**src/include/ddc_pkg.sv**
```systemverilog
// shared constants and carrier types of the dual dac command decoder
package ddc_pkg;

  // ------------------------------------------------------------------
  // serial word layout
  // ------------------------------------------------------------------
  localparam int WORD_W = 24;
  localparam int DATA_W = 16;
  localparam logic [4:0] BITS_PER_FRAME = 5'd24;
  localparam logic [4:0] BIT_CNT_SAT = 5'd25;
  localparam logic [7:0] RB_HDR = 8'h00;

  // register select codes
  localparam logic [2:0] REG_FUNC = 3'h0;
  localparam logic [2:0] REG_DATA = 3'h2;
  localparam logic [2:0] REG_COARSE = 3'h3;
  localparam logic [2:0] REG_FINE = 3'h4;
  localparam logic [2:0] REG_OFFSET = 3'h5;

  // channel select codes
  localparam logic [2:0] CH_A = 3'h0;
  localparam logic [2:0] CH_B = 3'h1;
  localparam logic [2:0] CH_BOTH = 3'h4;

  // function register operations, carried in the channel field
  localparam logic [2:0] FN_NOP = 3'h0;
  localparam logic [2:0] FN_CTRL = 3'h1;
  localparam logic [2:0] FN_CLEAR = 3'h4;
  localparam logic [2:0] FN_LOAD = 3'h5;

  // ------------------------------------------------------------------
  // control field positions and reset values
  // ------------------------------------------------------------------
  localparam int CTL_SDO_DIS = 0;
  localparam int CTL_GP0_VAL = 1;
  localparam int CTL_GP0_DIR = 2;
  localparam int CTL_GP1_VAL = 3;
  localparam int CTL_GP1_DIR = 4;
  localparam int CTL_LGO = 5;
  localparam int CTL_W = 6;
  localparam logic [5:0] CTRL_RESET = 6'h00;
  localparam logic [15:0] CLEAR_CODE = 16'h0000;
  localparam logic [1:0] BOOT_WAIT = 2'h3;

  typedef struct packed {
    logic rd;
    logic zero;
    logic [2:0] regsel;
    logic [2:0] chsel;
    logic [15:0] data;
  } ddc_cmd_t;

  typedef struct packed {
    logic [1:0] coarse;
    logic [5:0] fine;
    logic [7:0] offset;
  } ddc_chan_cfg_t;

  localparam ddc_chan_cfg_t CFG_RESET = 16'h0000;

  typedef struct packed {
    logic sclk;
    logic sync_n;
    logic sdin;
    logic load_strobe_n_n;
    logic clr_n;
    logic gp1;
    logic gp0;
  } ddc_pins_t;

  // idle levels the pin synchroniser resets to, so no false edge is seen
  localparam ddc_pins_t PINS_IDLE = 7'h6C;

endpackage : ddc_pkg

```
**src/rtl/ddc_sync.sv**
```systemverilog
// two-flop synchroniser for a bundle of pin inputs
`timescale 1ns/1ps
`default_nettype none
module ddc_sync #(
  parameter int W = 1,
  parameter logic [W-1:0] RST_VAL = '0
) (
  input wire logic ref_clk,
  input wire logic arst_n,
  input wire logic [W-1:0] d,
  output logic [W-1:0] q
);
  logic [W-1:0] meta_r;

  always_ff @(posedge ref_clk or negedge arst_n)
  begin
    if (!arst_n)
    begin
      meta_r <= RST_VAL;
      q <= RST_VAL;
    end
    else
    begin
      meta_r <= d;
      q <= meta_r;
    end
  end
endmodule : ddc_sync
`default_nettype wire

```
**src/rtl/ddc_core.sv**
```systemverilog
// serial command decoder and control logic of a dual 16-bit dac
`timescale 1ns/1ps
`default_nettype none
module ddc_core (
  input wire logic ref_clk,
  input wire logic arst_n,
  input wire logic sclk,
  input wire logic frame_sync_n,
  input wire logic serial_in,
  input wire logic load_strobe_n,
  input wire logic async_clear_n,
  input wire logic gp_pin_zero_i,
  input wire logic gp_pin_one_i,
  output logic gp_pin_zero_o,
  output logic gp_pin_zero_oe,
  output logic gp_pin_one_o,
  output logic gp_pin_one_oe,
  output logic serial_out_pin_o,
  output logic serial_out_pin_oe,
  output logic lgo_enable,
  output logic [15:0] dac_code_a,
  output logic [15:0] dac_code_b,
  output ddc_pkg::ddc_chan_cfg_t chan_cfg_a,
  output ddc_pkg::ddc_chan_cfg_t chan_cfg_b
);
  import ddc_pkg::*;

  // ------------------------------------------------------------------
  // pin synchronisation and edge detection
  // ------------------------------------------------------------------
  ddc_pins_t pin_raw;
  ddc_pins_t pin_s;
  ddc_pins_t pin_d_r;

  assign pin_raw = {sclk, frame_sync_n, serial_in, load_strobe_n,
                    async_clear_n, gp_pin_one_i, gp_pin_zero_i};

  ddc_sync #(.W($bits(ddc_pins_t)), .RST_VAL(PINS_IDLE)) u_sync (
    .ref_clk(ref_clk),
    .arst_n(arst_n),
    .d(pin_raw),
    .q(pin_s)
  );

  always_ff @(posedge ref_clk or negedge arst_n)
  begin
    if (!arst_n)
      pin_d_r <= PINS_IDLE;
    else
      pin_d_r <= pin_s;
  end

  logic sclk_fall, sclk_rise, frame_start, frame_end, clr_fall, load_strobe_n_fall;
  assign sclk_fall = pin_d_r.sclk & ~pin_s.sclk;
  assign sclk_rise = ~pin_d_r.sclk & pin_s.sclk;
  assign frame_start = pin_d_r.sync_n & ~pin_s.sync_n;
  assign frame_end = ~pin_d_r.sync_n & pin_s.sync_n;
  assign clr_fall = pin_d_r.clr_n & ~pin_s.clr_n;
  assign load_strobe_n_fall = pin_d_r.load_strobe_n_n & ~pin_s.load_strobe_n_n;

  // ------------------------------------------------------------------
  // frame sequencing
  // ------------------------------------------------------------------
  typedef enum logic [1:0] {ST_BOOT, ST_IDLE, ST_SHIFT} ddc_state_t;
  ddc_state_t state_r;
  logic [1:0] boot_cnt_r;
  logic boot_done;

  // edges are ignored until the synchroniser has seen real pin levels
  assign boot_done = (state_r == ST_BOOT) && (boot_cnt_r == BOOT_WAIT);

  always_ff @(posedge ref_clk or negedge arst_n)
  begin
    if (!arst_n)
    begin
      state_r <= ST_BOOT;
      boot_cnt_r <= '0;
    end
    else
    begin
      unique case (state_r)
        ST_BOOT:
        begin
          boot_cnt_r <= boot_cnt_r + 2'h1;
          if (boot_done)
            state_r <= ST_IDLE;
        end
        ST_IDLE:
          if (frame_start)
            state_r <= ST_SHIFT;
        ST_SHIFT:
          if (frame_end)
            state_r <= ST_IDLE;
      endcase
    end
  end

  // ------------------------------------------------------------------
  // shift register, bit count and serial data out
  // ------------------------------------------------------------------
  logic [WORD_W-1:0] shift_r;
  logic [4:0] bit_cnt_r;
  logic sdo_r;
  logic read_pend_r;
  logic [2:0] rd_regsel_r, rd_chsel_r;
  logic [CTL_W-1:0] ctrl_r;
  logic [15:0] in_a_r, in_b_r;
  ddc_chan_cfg_t cfg_a_r, cfg_b_r;
  logic [15:0] rb_data;
  logic [CTL_W-1:0] ctrl_view;
  ddc_chan_cfg_t rb_cfg;
  logic [WORD_W-1:0] load_word;
  logic rb_chan_b;

  // input pins replace the gp value bits on readback
  always_comb
  begin
    ctrl_view = ctrl_r;
    if (!ctrl_r[CTL_GP0_DIR])
      ctrl_view[CTL_GP0_VAL] = pin_s.gp0;
    if (!ctrl_r[CTL_GP1_DIR])
      ctrl_view[CTL_GP1_VAL] = pin_s.gp1;
  end

  assign rb_chan_b = (rd_chsel_r == CH_B);
  assign rb_cfg = rb_chan_b ? cfg_b_r : cfg_a_r;

  always_comb
  begin
    unique case (rd_regsel_r)
      REG_FUNC: rb_data = {{(DATA_W - CTL_W){1'b0}}, ctrl_view};
      REG_DATA: rb_data = rb_chan_b ? in_b_r : in_a_r;
      REG_COARSE: rb_data = {14'h0000, rb_cfg.coarse};
      REG_FINE: rb_data = {10'h000, rb_cfg.fine};
      REG_OFFSET: rb_data = {8'h00, rb_cfg.offset};
      default: rb_data = '0;
    endcase
  end

  assign load_word = read_pend_r ? {RB_HDR, rb_data} : shift_r;

  always_ff @(posedge ref_clk or negedge arst_n)
  begin
    if (!arst_n)
    begin
      shift_r <= '0;
      bit_cnt_r <= '0;
      sdo_r <= 1'b0;
    end
    else if (state_r == ST_IDLE && frame_start)
    begin
      shift_r <= load_word;
      bit_cnt_r <= '0;
      sdo_r <= load_word[WORD_W-1];
    end
    else if (state_r == ST_SHIFT)
    begin
      // extra clocks ripple the word out for daisy chaining
      if (sclk_fall)
      begin
        shift_r <= {shift_r[WORD_W-2:0], pin_s.sdin};
        if (bit_cnt_r != BIT_CNT_SAT)
          bit_cnt_r <= bit_cnt_r + 5'h01;
      end
      if (sclk_rise)
        sdo_r <= shift_r[WORD_W-1];
    end
  end

  // ------------------------------------------------------------------
  // command decode
  // ------------------------------------------------------------------
  ddc_cmd_t cmd;
  logic word_ok, wr, fn_wr, hit_a, hit_b, clear_evt, load_all;
  logic ctrl_wr, data_wr, now_load;

  assign cmd = shift_r;
  // a short or long frame is dropped whole
  assign word_ok = (state_r == ST_SHIFT) && frame_end &&
                   (bit_cnt_r == BITS_PER_FRAME);
  assign wr = word_ok && !cmd.rd;
  assign fn_wr = wr && (cmd.regsel == REG_FUNC);
  assign hit_a = (cmd.chsel == CH_A) || (cmd.chsel == CH_BOTH);
  assign hit_b = (cmd.chsel == CH_B) || (cmd.chsel == CH_BOTH);
  assign ctrl_wr = fn_wr && (cmd.chsel == FN_CTRL);
  assign data_wr = wr && (cmd.regsel == REG_DATA);
  assign now_load = !pin_s.load_strobe_n_n;
  assign clear_evt = (clr_fall && state_r != ST_BOOT) ||
                     (boot_done && !pin_s.clr_n) ||
                     (fn_wr && cmd.chsel == FN_CLEAR);
  assign load_all = (load_strobe_n_fall && state_r != ST_BOOT) ||
                    (fn_wr && cmd.chsel == FN_LOAD);

  always_ff @(posedge ref_clk or negedge arst_n)
  begin
    if (!arst_n)
    begin
      read_pend_r <= 1'b0;
      rd_regsel_r <= REG_FUNC;
      rd_chsel_r <= CH_A;
    end
    else if (word_ok)
    begin
      read_pend_r <= cmd.rd;
      rd_regsel_r <= cmd.regsel;
      rd_chsel_r <= cmd.chsel;
    end
    else if (state_r == ST_IDLE && frame_start)
      read_pend_r <= 1'b0;
  end

  // ------------------------------------------------------------------
  // function control register
  // ------------------------------------------------------------------
  always_ff @(posedge ref_clk or negedge arst_n)
  begin
    if (!arst_n)
      ctrl_r <= CTRL_RESET;
    else if (ctrl_wr)
    begin
      ctrl_r[CTL_LGO] <= cmd.data[CTL_LGO];
      ctrl_r[CTL_GP1_DIR] <= cmd.data[CTL_GP1_DIR];
      ctrl_r[CTL_GP0_DIR] <= cmd.data[CTL_GP0_DIR];
      ctrl_r[CTL_SDO_DIS] <= cmd.data[CTL_SDO_DIS];
      // written values only stick on pins set as outputs
      if (cmd.data[CTL_GP1_DIR])
        ctrl_r[CTL_GP1_VAL] <= cmd.data[CTL_GP1_VAL];
      if (cmd.data[CTL_GP0_DIR])
        ctrl_r[CTL_GP0_VAL] <= cmd.data[CTL_GP0_VAL];
    end
  end

  logic sdo_oe_r;
  always_ff @(posedge ref_clk or negedge arst_n)
  begin
    if (!arst_n)
      sdo_oe_r <= ~CTRL_RESET[CTL_SDO_DIS];
    else if (ctrl_wr)
      sdo_oe_r <= ~cmd.data[CTL_SDO_DIS];
  end

  // ------------------------------------------------------------------
  // channel registers and dac codes
  // ------------------------------------------------------------------
  logic [15:0] dac_a_r, dac_b_r;

  always_ff @(posedge ref_clk or negedge arst_n)
  begin
    if (!arst_n)
    begin
      cfg_a_r <= CFG_RESET;
      cfg_b_r <= CFG_RESET;
    end
    else if (wr)
    begin
      unique case (cmd.regsel)
        REG_COARSE:
        begin
          if (hit_a) cfg_a_r.coarse <= cmd.data[1:0];
          if (hit_b) cfg_b_r.coarse <= cmd.data[1:0];
        end
        REG_FINE:
        begin
          if (hit_a) cfg_a_r.fine <= cmd.data[5:0];
          if (hit_b) cfg_b_r.fine <= cmd.data[5:0];
        end
        REG_OFFSET:
        begin
          if (hit_a) cfg_a_r.offset <= cmd.data[7:0];
          if (hit_b) cfg_b_r.offset <= cmd.data[7:0];
        end
        default: ;
      endcase
    end
  end

  // clear wins over any write or load in the same cycle; the clear code
  // happens to be all zero under both codings, so no coding pin is read
  always_ff @(posedge ref_clk or negedge arst_n)
  begin
    if (!arst_n)
    begin
      in_a_r <= CLEAR_CODE;
      in_b_r <= CLEAR_CODE;
      dac_a_r <= CLEAR_CODE;
      dac_b_r <= CLEAR_CODE;
    end
    else if (clear_evt)
    begin
      in_a_r <= CLEAR_CODE;
      in_b_r <= CLEAR_CODE;
      dac_a_r <= CLEAR_CODE;
      dac_b_r <= CLEAR_CODE;
    end
    else
    begin
      if (load_all)
      begin
        dac_a_r <= in_a_r;
        dac_b_r <= in_b_r;
      end
      if (data_wr && hit_a)
      begin
        in_a_r <= cmd.data;
        if (now_load) dac_a_r <= cmd.data;
      end
      if (data_wr && hit_b)
      begin
        in_b_r <= cmd.data;
        if (now_load) dac_b_r <= cmd.data;
      end
    end
  end

  assign dac_code_a = dac_a_r;
  assign dac_code_b = dac_b_r;
  assign chan_cfg_a = cfg_a_r;
  assign chan_cfg_b = cfg_b_r;
  assign lgo_enable = ctrl_r[CTL_LGO];
  assign gp_pin_zero_o = ctrl_r[CTL_GP0_VAL];
  assign gp_pin_zero_oe = ctrl_r[CTL_GP0_DIR];
  assign gp_pin_one_o = ctrl_r[CTL_GP1_VAL];
  assign gp_pin_one_oe = ctrl_r[CTL_GP1_DIR];
  assign serial_out_pin_o = sdo_r;
  assign serial_out_pin_oe = sdo_oe_r;

  // marks a taken read until the next frame picks up its answer
  logic rb_armed_r;
  always_ff @(posedge ref_clk or negedge arst_n)
  begin
    if (!arst_n)
      rb_armed_r <= 1'b0;
    else if (word_ok && cmd.rd)
      rb_armed_r <= 1'b1;
    else if (state_r == ST_IDLE && frame_start)
      rb_armed_r <= 1'b0;
  end
endmodule : ddc_core
`default_nettype wire

```
**config.mk**
```make
export PLATFORM = sky130hd
export DESIGN_NAME = ddc_core
export DESIGN_NICKNAME = d
export VERILOG_FILES = /design/src/include/ddc_pkg.sv /design/src/rtl/ddc_sync.sv /design/src/rtl/ddc_core.sv
export SDC_FILE = /design/constraint.sdc
export NUM_CORES = 1
export LEC_CHECK = 0
export BUFFER_PORTS_ARGS = -buffer_cell sky130_fd_sc_hd__buf_4
export CAP_MARGIN = 20
export CORE_MARGIN = 2
export CORE_UTILIZATION = 35
export CTS_CLUSTER_SIZE = 20
export DETAILED_ROUTE_END_ITERATION = 16
export SLEW_MARGIN = 20
export SYNTH_ARGS = -nofsm -noshare
export SYNTH_HDL_FRONTEND = slang
export SYNTH_SLANG_ARGS = --single-unit
```
**constraint.sdc**
```tcl
create_clock -name ref_clk -period 2.7 [get_ports ref_clk]
set_input_delay 0.54 -clock ref_clk [delete_from_list [all_inputs] [get_ports ref_clk]]
set_output_delay 0.54 -clock ref_clk [all_outputs]
set_load 0.02 [all_outputs]
```
* Word level (Yosys, flattened, before mapping)
Cells that the tools add are included.
** Cells by class
- Bitwise operators :: 13
- Add/sub/neg operators :: 2
- Mux-type cells :: 34
- Reductions and logical operators :: 47
- Equality and inequality tests :: 21
** Operator list (number)
- two-way mux 16 bit :: 14
- two-way mux 24 bit :: 4
- case mux 16 bit (5 select lines) :: 1
- AND reduction 3 bit :: 9
- two-way mux 5 bit :: 4
- equality test 3 bit (second input constant) :: 6
- nonzero test 2 bit :: 8
- logical AND 1 bit :: 15
- equality test 3 x 2 -> 1 bit (second input constant) :: 4
- zero test 3 bit :: 3
- != test 2 bit (second input constant) :: 4
- AND reduction 2 bit :: 4
- two-way mux 1 bit :: 7
- inverter 1 bit :: 7
- AND 1 bit :: 6
- equality test 3 x 1 -> 1 bit (second input constant) :: 2
- two-way mux 2 bit :: 3
- case mux 2 bit (3 select lines) :: 1
- adder 5 x 1 -> 5 bit (second input constant) :: 1
- equality test 5 bit (second input constant) :: 1
- logical OR 1 bit :: 5
- != test 5 bit (second input constant) :: 1
- equality test 2 bit (second input constant) :: 2
- adder 2 x 1 -> 2 bit (second input constant) :: 1
- 3 further kinds :: 4
** Word-level totals
- Bits in registers :: 162
- Logic and storage cells :: 146
- Input port bits :: 9

* Depth between registers and ports, before layout
- Word-level depth :: 12
- Mapped depth :: 9
- Gate-level depth less buffers :: 7

* Hierarchy
A second synthesis with hierarchy kept.
** Unflattened totals
- Cells, all modules :: 739
- Area total of the unflattened synthesis :: 7495.9 sq um
** Modules (own cells, without submodules)
- ddc_core :: times used 1, cells each 725, area an instance 7135.6 sq um
- ddc_sync :: times used 1, cells each 14, area an instance 360.3 sq um

* Worst setup path after synthesis
Ideal clock, no wire load.
- Path kind :: reg2reg
- From :: reg u_sync.q[5]
- To :: reg cfg_b_r, in the netlist chan_cfg_b[0]
- Library setup time :: 0.125 ns
- Stages on the path, launching flop included :: 6
- Required time :: 2.575 ns
- Slack :: 0.421 ns
- Clock period less this slack :: 2.279 ns
- Arrival time :: 2.154 ns
- Path through :: dfstp_2 or4b_4 nor2_2 nand2_2 nor4b_4 mux2_2
** Between the ends
- Longest elaborated chain between the ends :: 5
** Ends and longest elaborated chain
- from (decl) :: RTL line ddc_sync.sv:11 : output logic [W-1:0] q
- from (signal assigned) :: RTL line ddc_sync.sv:25 : q <= meta_r;
- AND 1 bit :: RTL line ddc_core.sv:57 : assign frame_end = ~pin_d_r.sync_n & pin_s.sync_n;
- logical AND 1 bit (2 in a row) :: RTL line ddc_core.sv:179 : assign word_ok = (state_r == ST_SHIFT) && frame_end &&
- logical AND 1 bit :: RTL line ddc_core.sv:181 : assign wr = word_ok && !cmd.rd;
- AND reduction 3 bit (no line)
- to (decl) :: RTL line ddc_core.sv:108 : ddc_chan_cfg_t cfg_a_r, cfg_b_r;
No other way between the ends.
A chain may end at the register's enable or synchronous reset.

* Final worst setup path
- From :: reg u_sync.q[5]
- To :: reg dac_a_r[7], in the netlist dac_code_a[7]
** Between the ends
- Longest elaborated chain between the ends :: 11
- Elaborated cells on any way between the ends :: 15
- Classes of those cells :: mux (4); bitwise (1); reduce/logical (10)
** Ends and longest elaborated chain
- AND 1 bit * :: RTL line ddc_core.sv:57
- logical AND 1 bit * (2 in a row) :: RTL line ddc_core.sv:179
- logical AND 1 bit * :: RTL line ddc_core.sv:181
- logical AND 1 bit :: RTL line ddc_core.sv:182 : assign fn_wr = wr && (cmd.regsel == REG_FUNC);
- logical AND 1 bit :: RTL line ddc_core.sv:192 : (fn_wr && cmd.chsel == FN_LOAD);
- logical OR 1 bit :: RTL line ddc_core.sv:191 : assign load_all = (load_strobe_n_fall && state_r != ST_BOOT) ||
- two-way mux 16 bit :: RTL line ddc_core.sv:297 : if (load_all)
- two-way mux 16 bit :: RTL line ddc_core.sv:305 : if (now_load) dac_a_r <= cmd.data;
- two-way mux 16 bit :: RTL line ddc_core.sv:302 : if (data_wr && hit_a)
- two-way mux 16 bit * :: RTL line ddc_core.sv:288 : else if (clear_evt)
- to (signal assigned) :: RTL line ddc_core.sv:299 : dac_a_r <= in_a_r;
- to (signal assigned) :: RTL line ddc_core.sv:305
- to (decl) :: RTL line ddc_core.sv:245 : logic [15:0] dac_a_r, dac_b_r;
Every way passes the cells marked *; elsewhere a longest branch is shown, timed or not.

==> metrics.txt <==
Synth top area share 0.501; TNS Setup 0 ps; routability cong. ~0.85; Mapped Area ~7400 sq um; total power 5360 uW; CP max stage delay between 500 and 600 ps; wire per inst roughly 19 um; initial core utilization 0.355; crit path DAT 2760 ps; vias in the first global route 5693; outcome finished, final reports clean; core area around 21000 sq um; leakage power 0.00408 uW; DIE AREA 22500 sq um; clk sink count about 160; global-route wire length before repair about 32000 um; # H-tree levels 4; share of cells above drive strength 1 0.261; clk root buf clkbuf_16; crit path launch type register; Buf+Inv Stages, Crit Path 2; die width ~150 um; nets@finish 805; CTS tree done; Avg Cell Area, Syn between 10 and 15 sq um; setup bufs post-CTS 0; Max VDD drop 446 uV; Hold WC Path Type in2async; Critical Path Fanout Max 32; fin. max-slew vios 0; hpwl dp approximately 14000 um; Yosys top cell by area dfrtp_1; Post-synth EDFFs 0; initial antenna violation count 0; maxcap violations 0; Primary FF master, synth dfrtp_1; cts hold-fix bufs 0; count leader, synth nand2_1; Resized cells post-CTS 0; routed vias 5806; worst r2r src u_sync.q[5]$_DFF_PN1_; Fmax 411 MHz; drt pass-1 iters 5; GR Overflow Total 0; total CTS buffers 17; DRC 0; syn_nets between 700 and 800; Synth top cells by count nand2_1, dfrtp_1, a21oi_1, mux2_2, clkbuf_1; Power per Cell Area about 600 nW/um^2; RSZ-0062 raised after global routing false; Vias per Instance roughly 5.4; DRT iter0 DRCs between 400 and 500; clock skew 14.3 ps; Die Y-Extent around 150 um; number of I/O pins 80; GRT Total Usage 0.188; Crit. End Element register; Area Growth Syn to Fin 21.0%; Post-Syn Instances 719; WS Path Type reg2reg; Post-synth ARST share 1.00; WP data required around 3000 ps; Setup crit start u_sync.q[5]$_DFF_PN1_; row cnt 53; synth top area cells dfrtp_1, nand2_1, mux2_2; Cell variety after synth 64; IO buf count 79; ant diodes 0; Seq/Total Area, Yosys 0.547; Clock Latency Late Sink approximately 430 ps; Tmin final between 2000 and 2500 ps; Slowest-stage cell, CP dfstp_2; Setup Viol. Count Final 0; Crit path max-delay family simple AND/OR/NAND/NOR gates; CP Depth 7; register bit total from synthesis roughly 160; worst slew pin tran between 600 and 700 ps; Reg2Reg Depth 7; worst-path cell chain or4b_4, nor4_1, buf_4, nor2_4, buf_12, mux2i_1, a211oi_1; Post-DRT Antenna Nets 0; Longest Clk Path Bufs 2; final hold viol count 0; largest net degree at the start of global routing 54; CTS clock-pin slew for the worst setup and hold paths roughly 70 ps; total of warnings raised by yosys 0; Routed WL 20300 um; period utilisation layout 0.900; Slew HR 0.593
[worst reg2reg max path, cell delays in order (launching register included)]
cell and delay [ps]:
dfstp_2 550, or4b_4 520, nor4_1 400, buf_4 200
nor2_4 40, buf_12 190, mux2i_1 160, a211oi_1 280
[stage by stage]
| step | util | instances | hold WS (ps) | cell area (sq um) | setup slack, ps |
|---|---|---|---|---|---|
| floorplan | - | 719 | 244 | 7440 | 421 |
| global placement | 0.404 | 1048 | 332 | 8470 | 376 |
| detailed placement | 0.404 | 1048 | 335 | 8470 | 291 |
| CTS | 0.430 | 1080 | 80.1 | 9010 | 271 |
| global route | 0.430 | 1080 | 97.3 | 9010 | 140 |
| finish | 0.430 | 1080 | 64.3 | 9010 | 269 |
[layer usage]
metal,GRT usage,share of wire,up-vias
li1,-,-,2690
met1,0.267,0.48,2908
met2,0.286,0.45,185
met3,0.0454,0.053,23
met4,0.0542,0.014,0
met5,0,0,-
[final cells by class]
cell class / instances / area [sq um]
clock inverters: 14 / 109
repair buffers: 107 / 870
inverters: 5 / 18.8
multi-input cells: 499 / 3170
flip-flops and latches: 162 / 4070
well taps: 275 / 344
fillers: 2040 / 11900
clock buffers: 18 / 429
[power by group]
group | internal (uW) | total, uW | switching, uW
Clock | 1180 | 2200 | 1020
Sequential | 2500 | 2620 | 118
Combinational | 221 | 535 | 315
[final timing paths]
| check | slack [ps] | to |
|---|---|---|
| worst max-delay path | 270 | dac_code_a[7]$_DFF_PN0_ |
| worst min-delay path | 60 | bit_cnt_r[4]$_DFFE_PN0P_ |
| max in group asynchronous | 1920 | cmd[2]$_DFFE_PN0P_ |
| worst max register to register | 270 | dac_code_a[7]$_DFF_PN0_ |
| min in group ref_clk | 220 | u_sync.meta_r[1]$_DFF_PN0_ |
| worst min register to register | 350 | u_sync.q[4]$_DFF_PN0_ |
[cell families after synthesis]
logic type,after synthesis,share of synthesized area
xor+xnor,6,0.00706
buf+inv,58,0.0338
flops,162,0.547
simple gates,268,0.167
mux,81,0.116
compound gates,140,0.123
fa+ha+maj,4,0.00672
[state kept, by name (all words and copies together) (netlist names)]
signal             count
cmd                   24
chan_cfg_a            16
chan_cfg_b            16
dac_code_a            16
dac_code_b            16
in_a_r                16
in_b_r                16
u_sync.meta_r          7
u_sync.q               7
ctrl_r                 6
bit_cnt_r              5
pin_d_r                4
rd_chsel_r             3
rd_regsel_r            3
boot_cnt_r             2
state_r                2
read_pend_r            1
serial_out_pin_o       1
serial_out_pin_oe      1
[cells in the final DEF, fill, tap and decap left out, types with 5 or more instances in the layout]
| cell type | count |
|---|---|
| nor2_1 | 32 |
| dfrtp_1 | 149 |
| mux2i_1 | 36 |
| inv_1 | 5 |
| a31oi_1 | 18 |
| buf_12 | 5 |
| buf_4 | 101 |
| dfstp_2 | 13 |
| mux2_2 | 45 |
| o21bai_1 | 16 |
| nand3_1 | 13 |
| clkinvlp_4 | 5 |
| a211oi_1 | 17 |
| a21oi_1 | 50 |
| o21ai_0 | 9 |
| a221o_1 | 7 |
| nor3_1 | 9 |
| clkbuf_16 | 17 |
| nand2_1 | 166 |
| clkinv_4 | 5 |
Power figures use the tool's default switching activity.
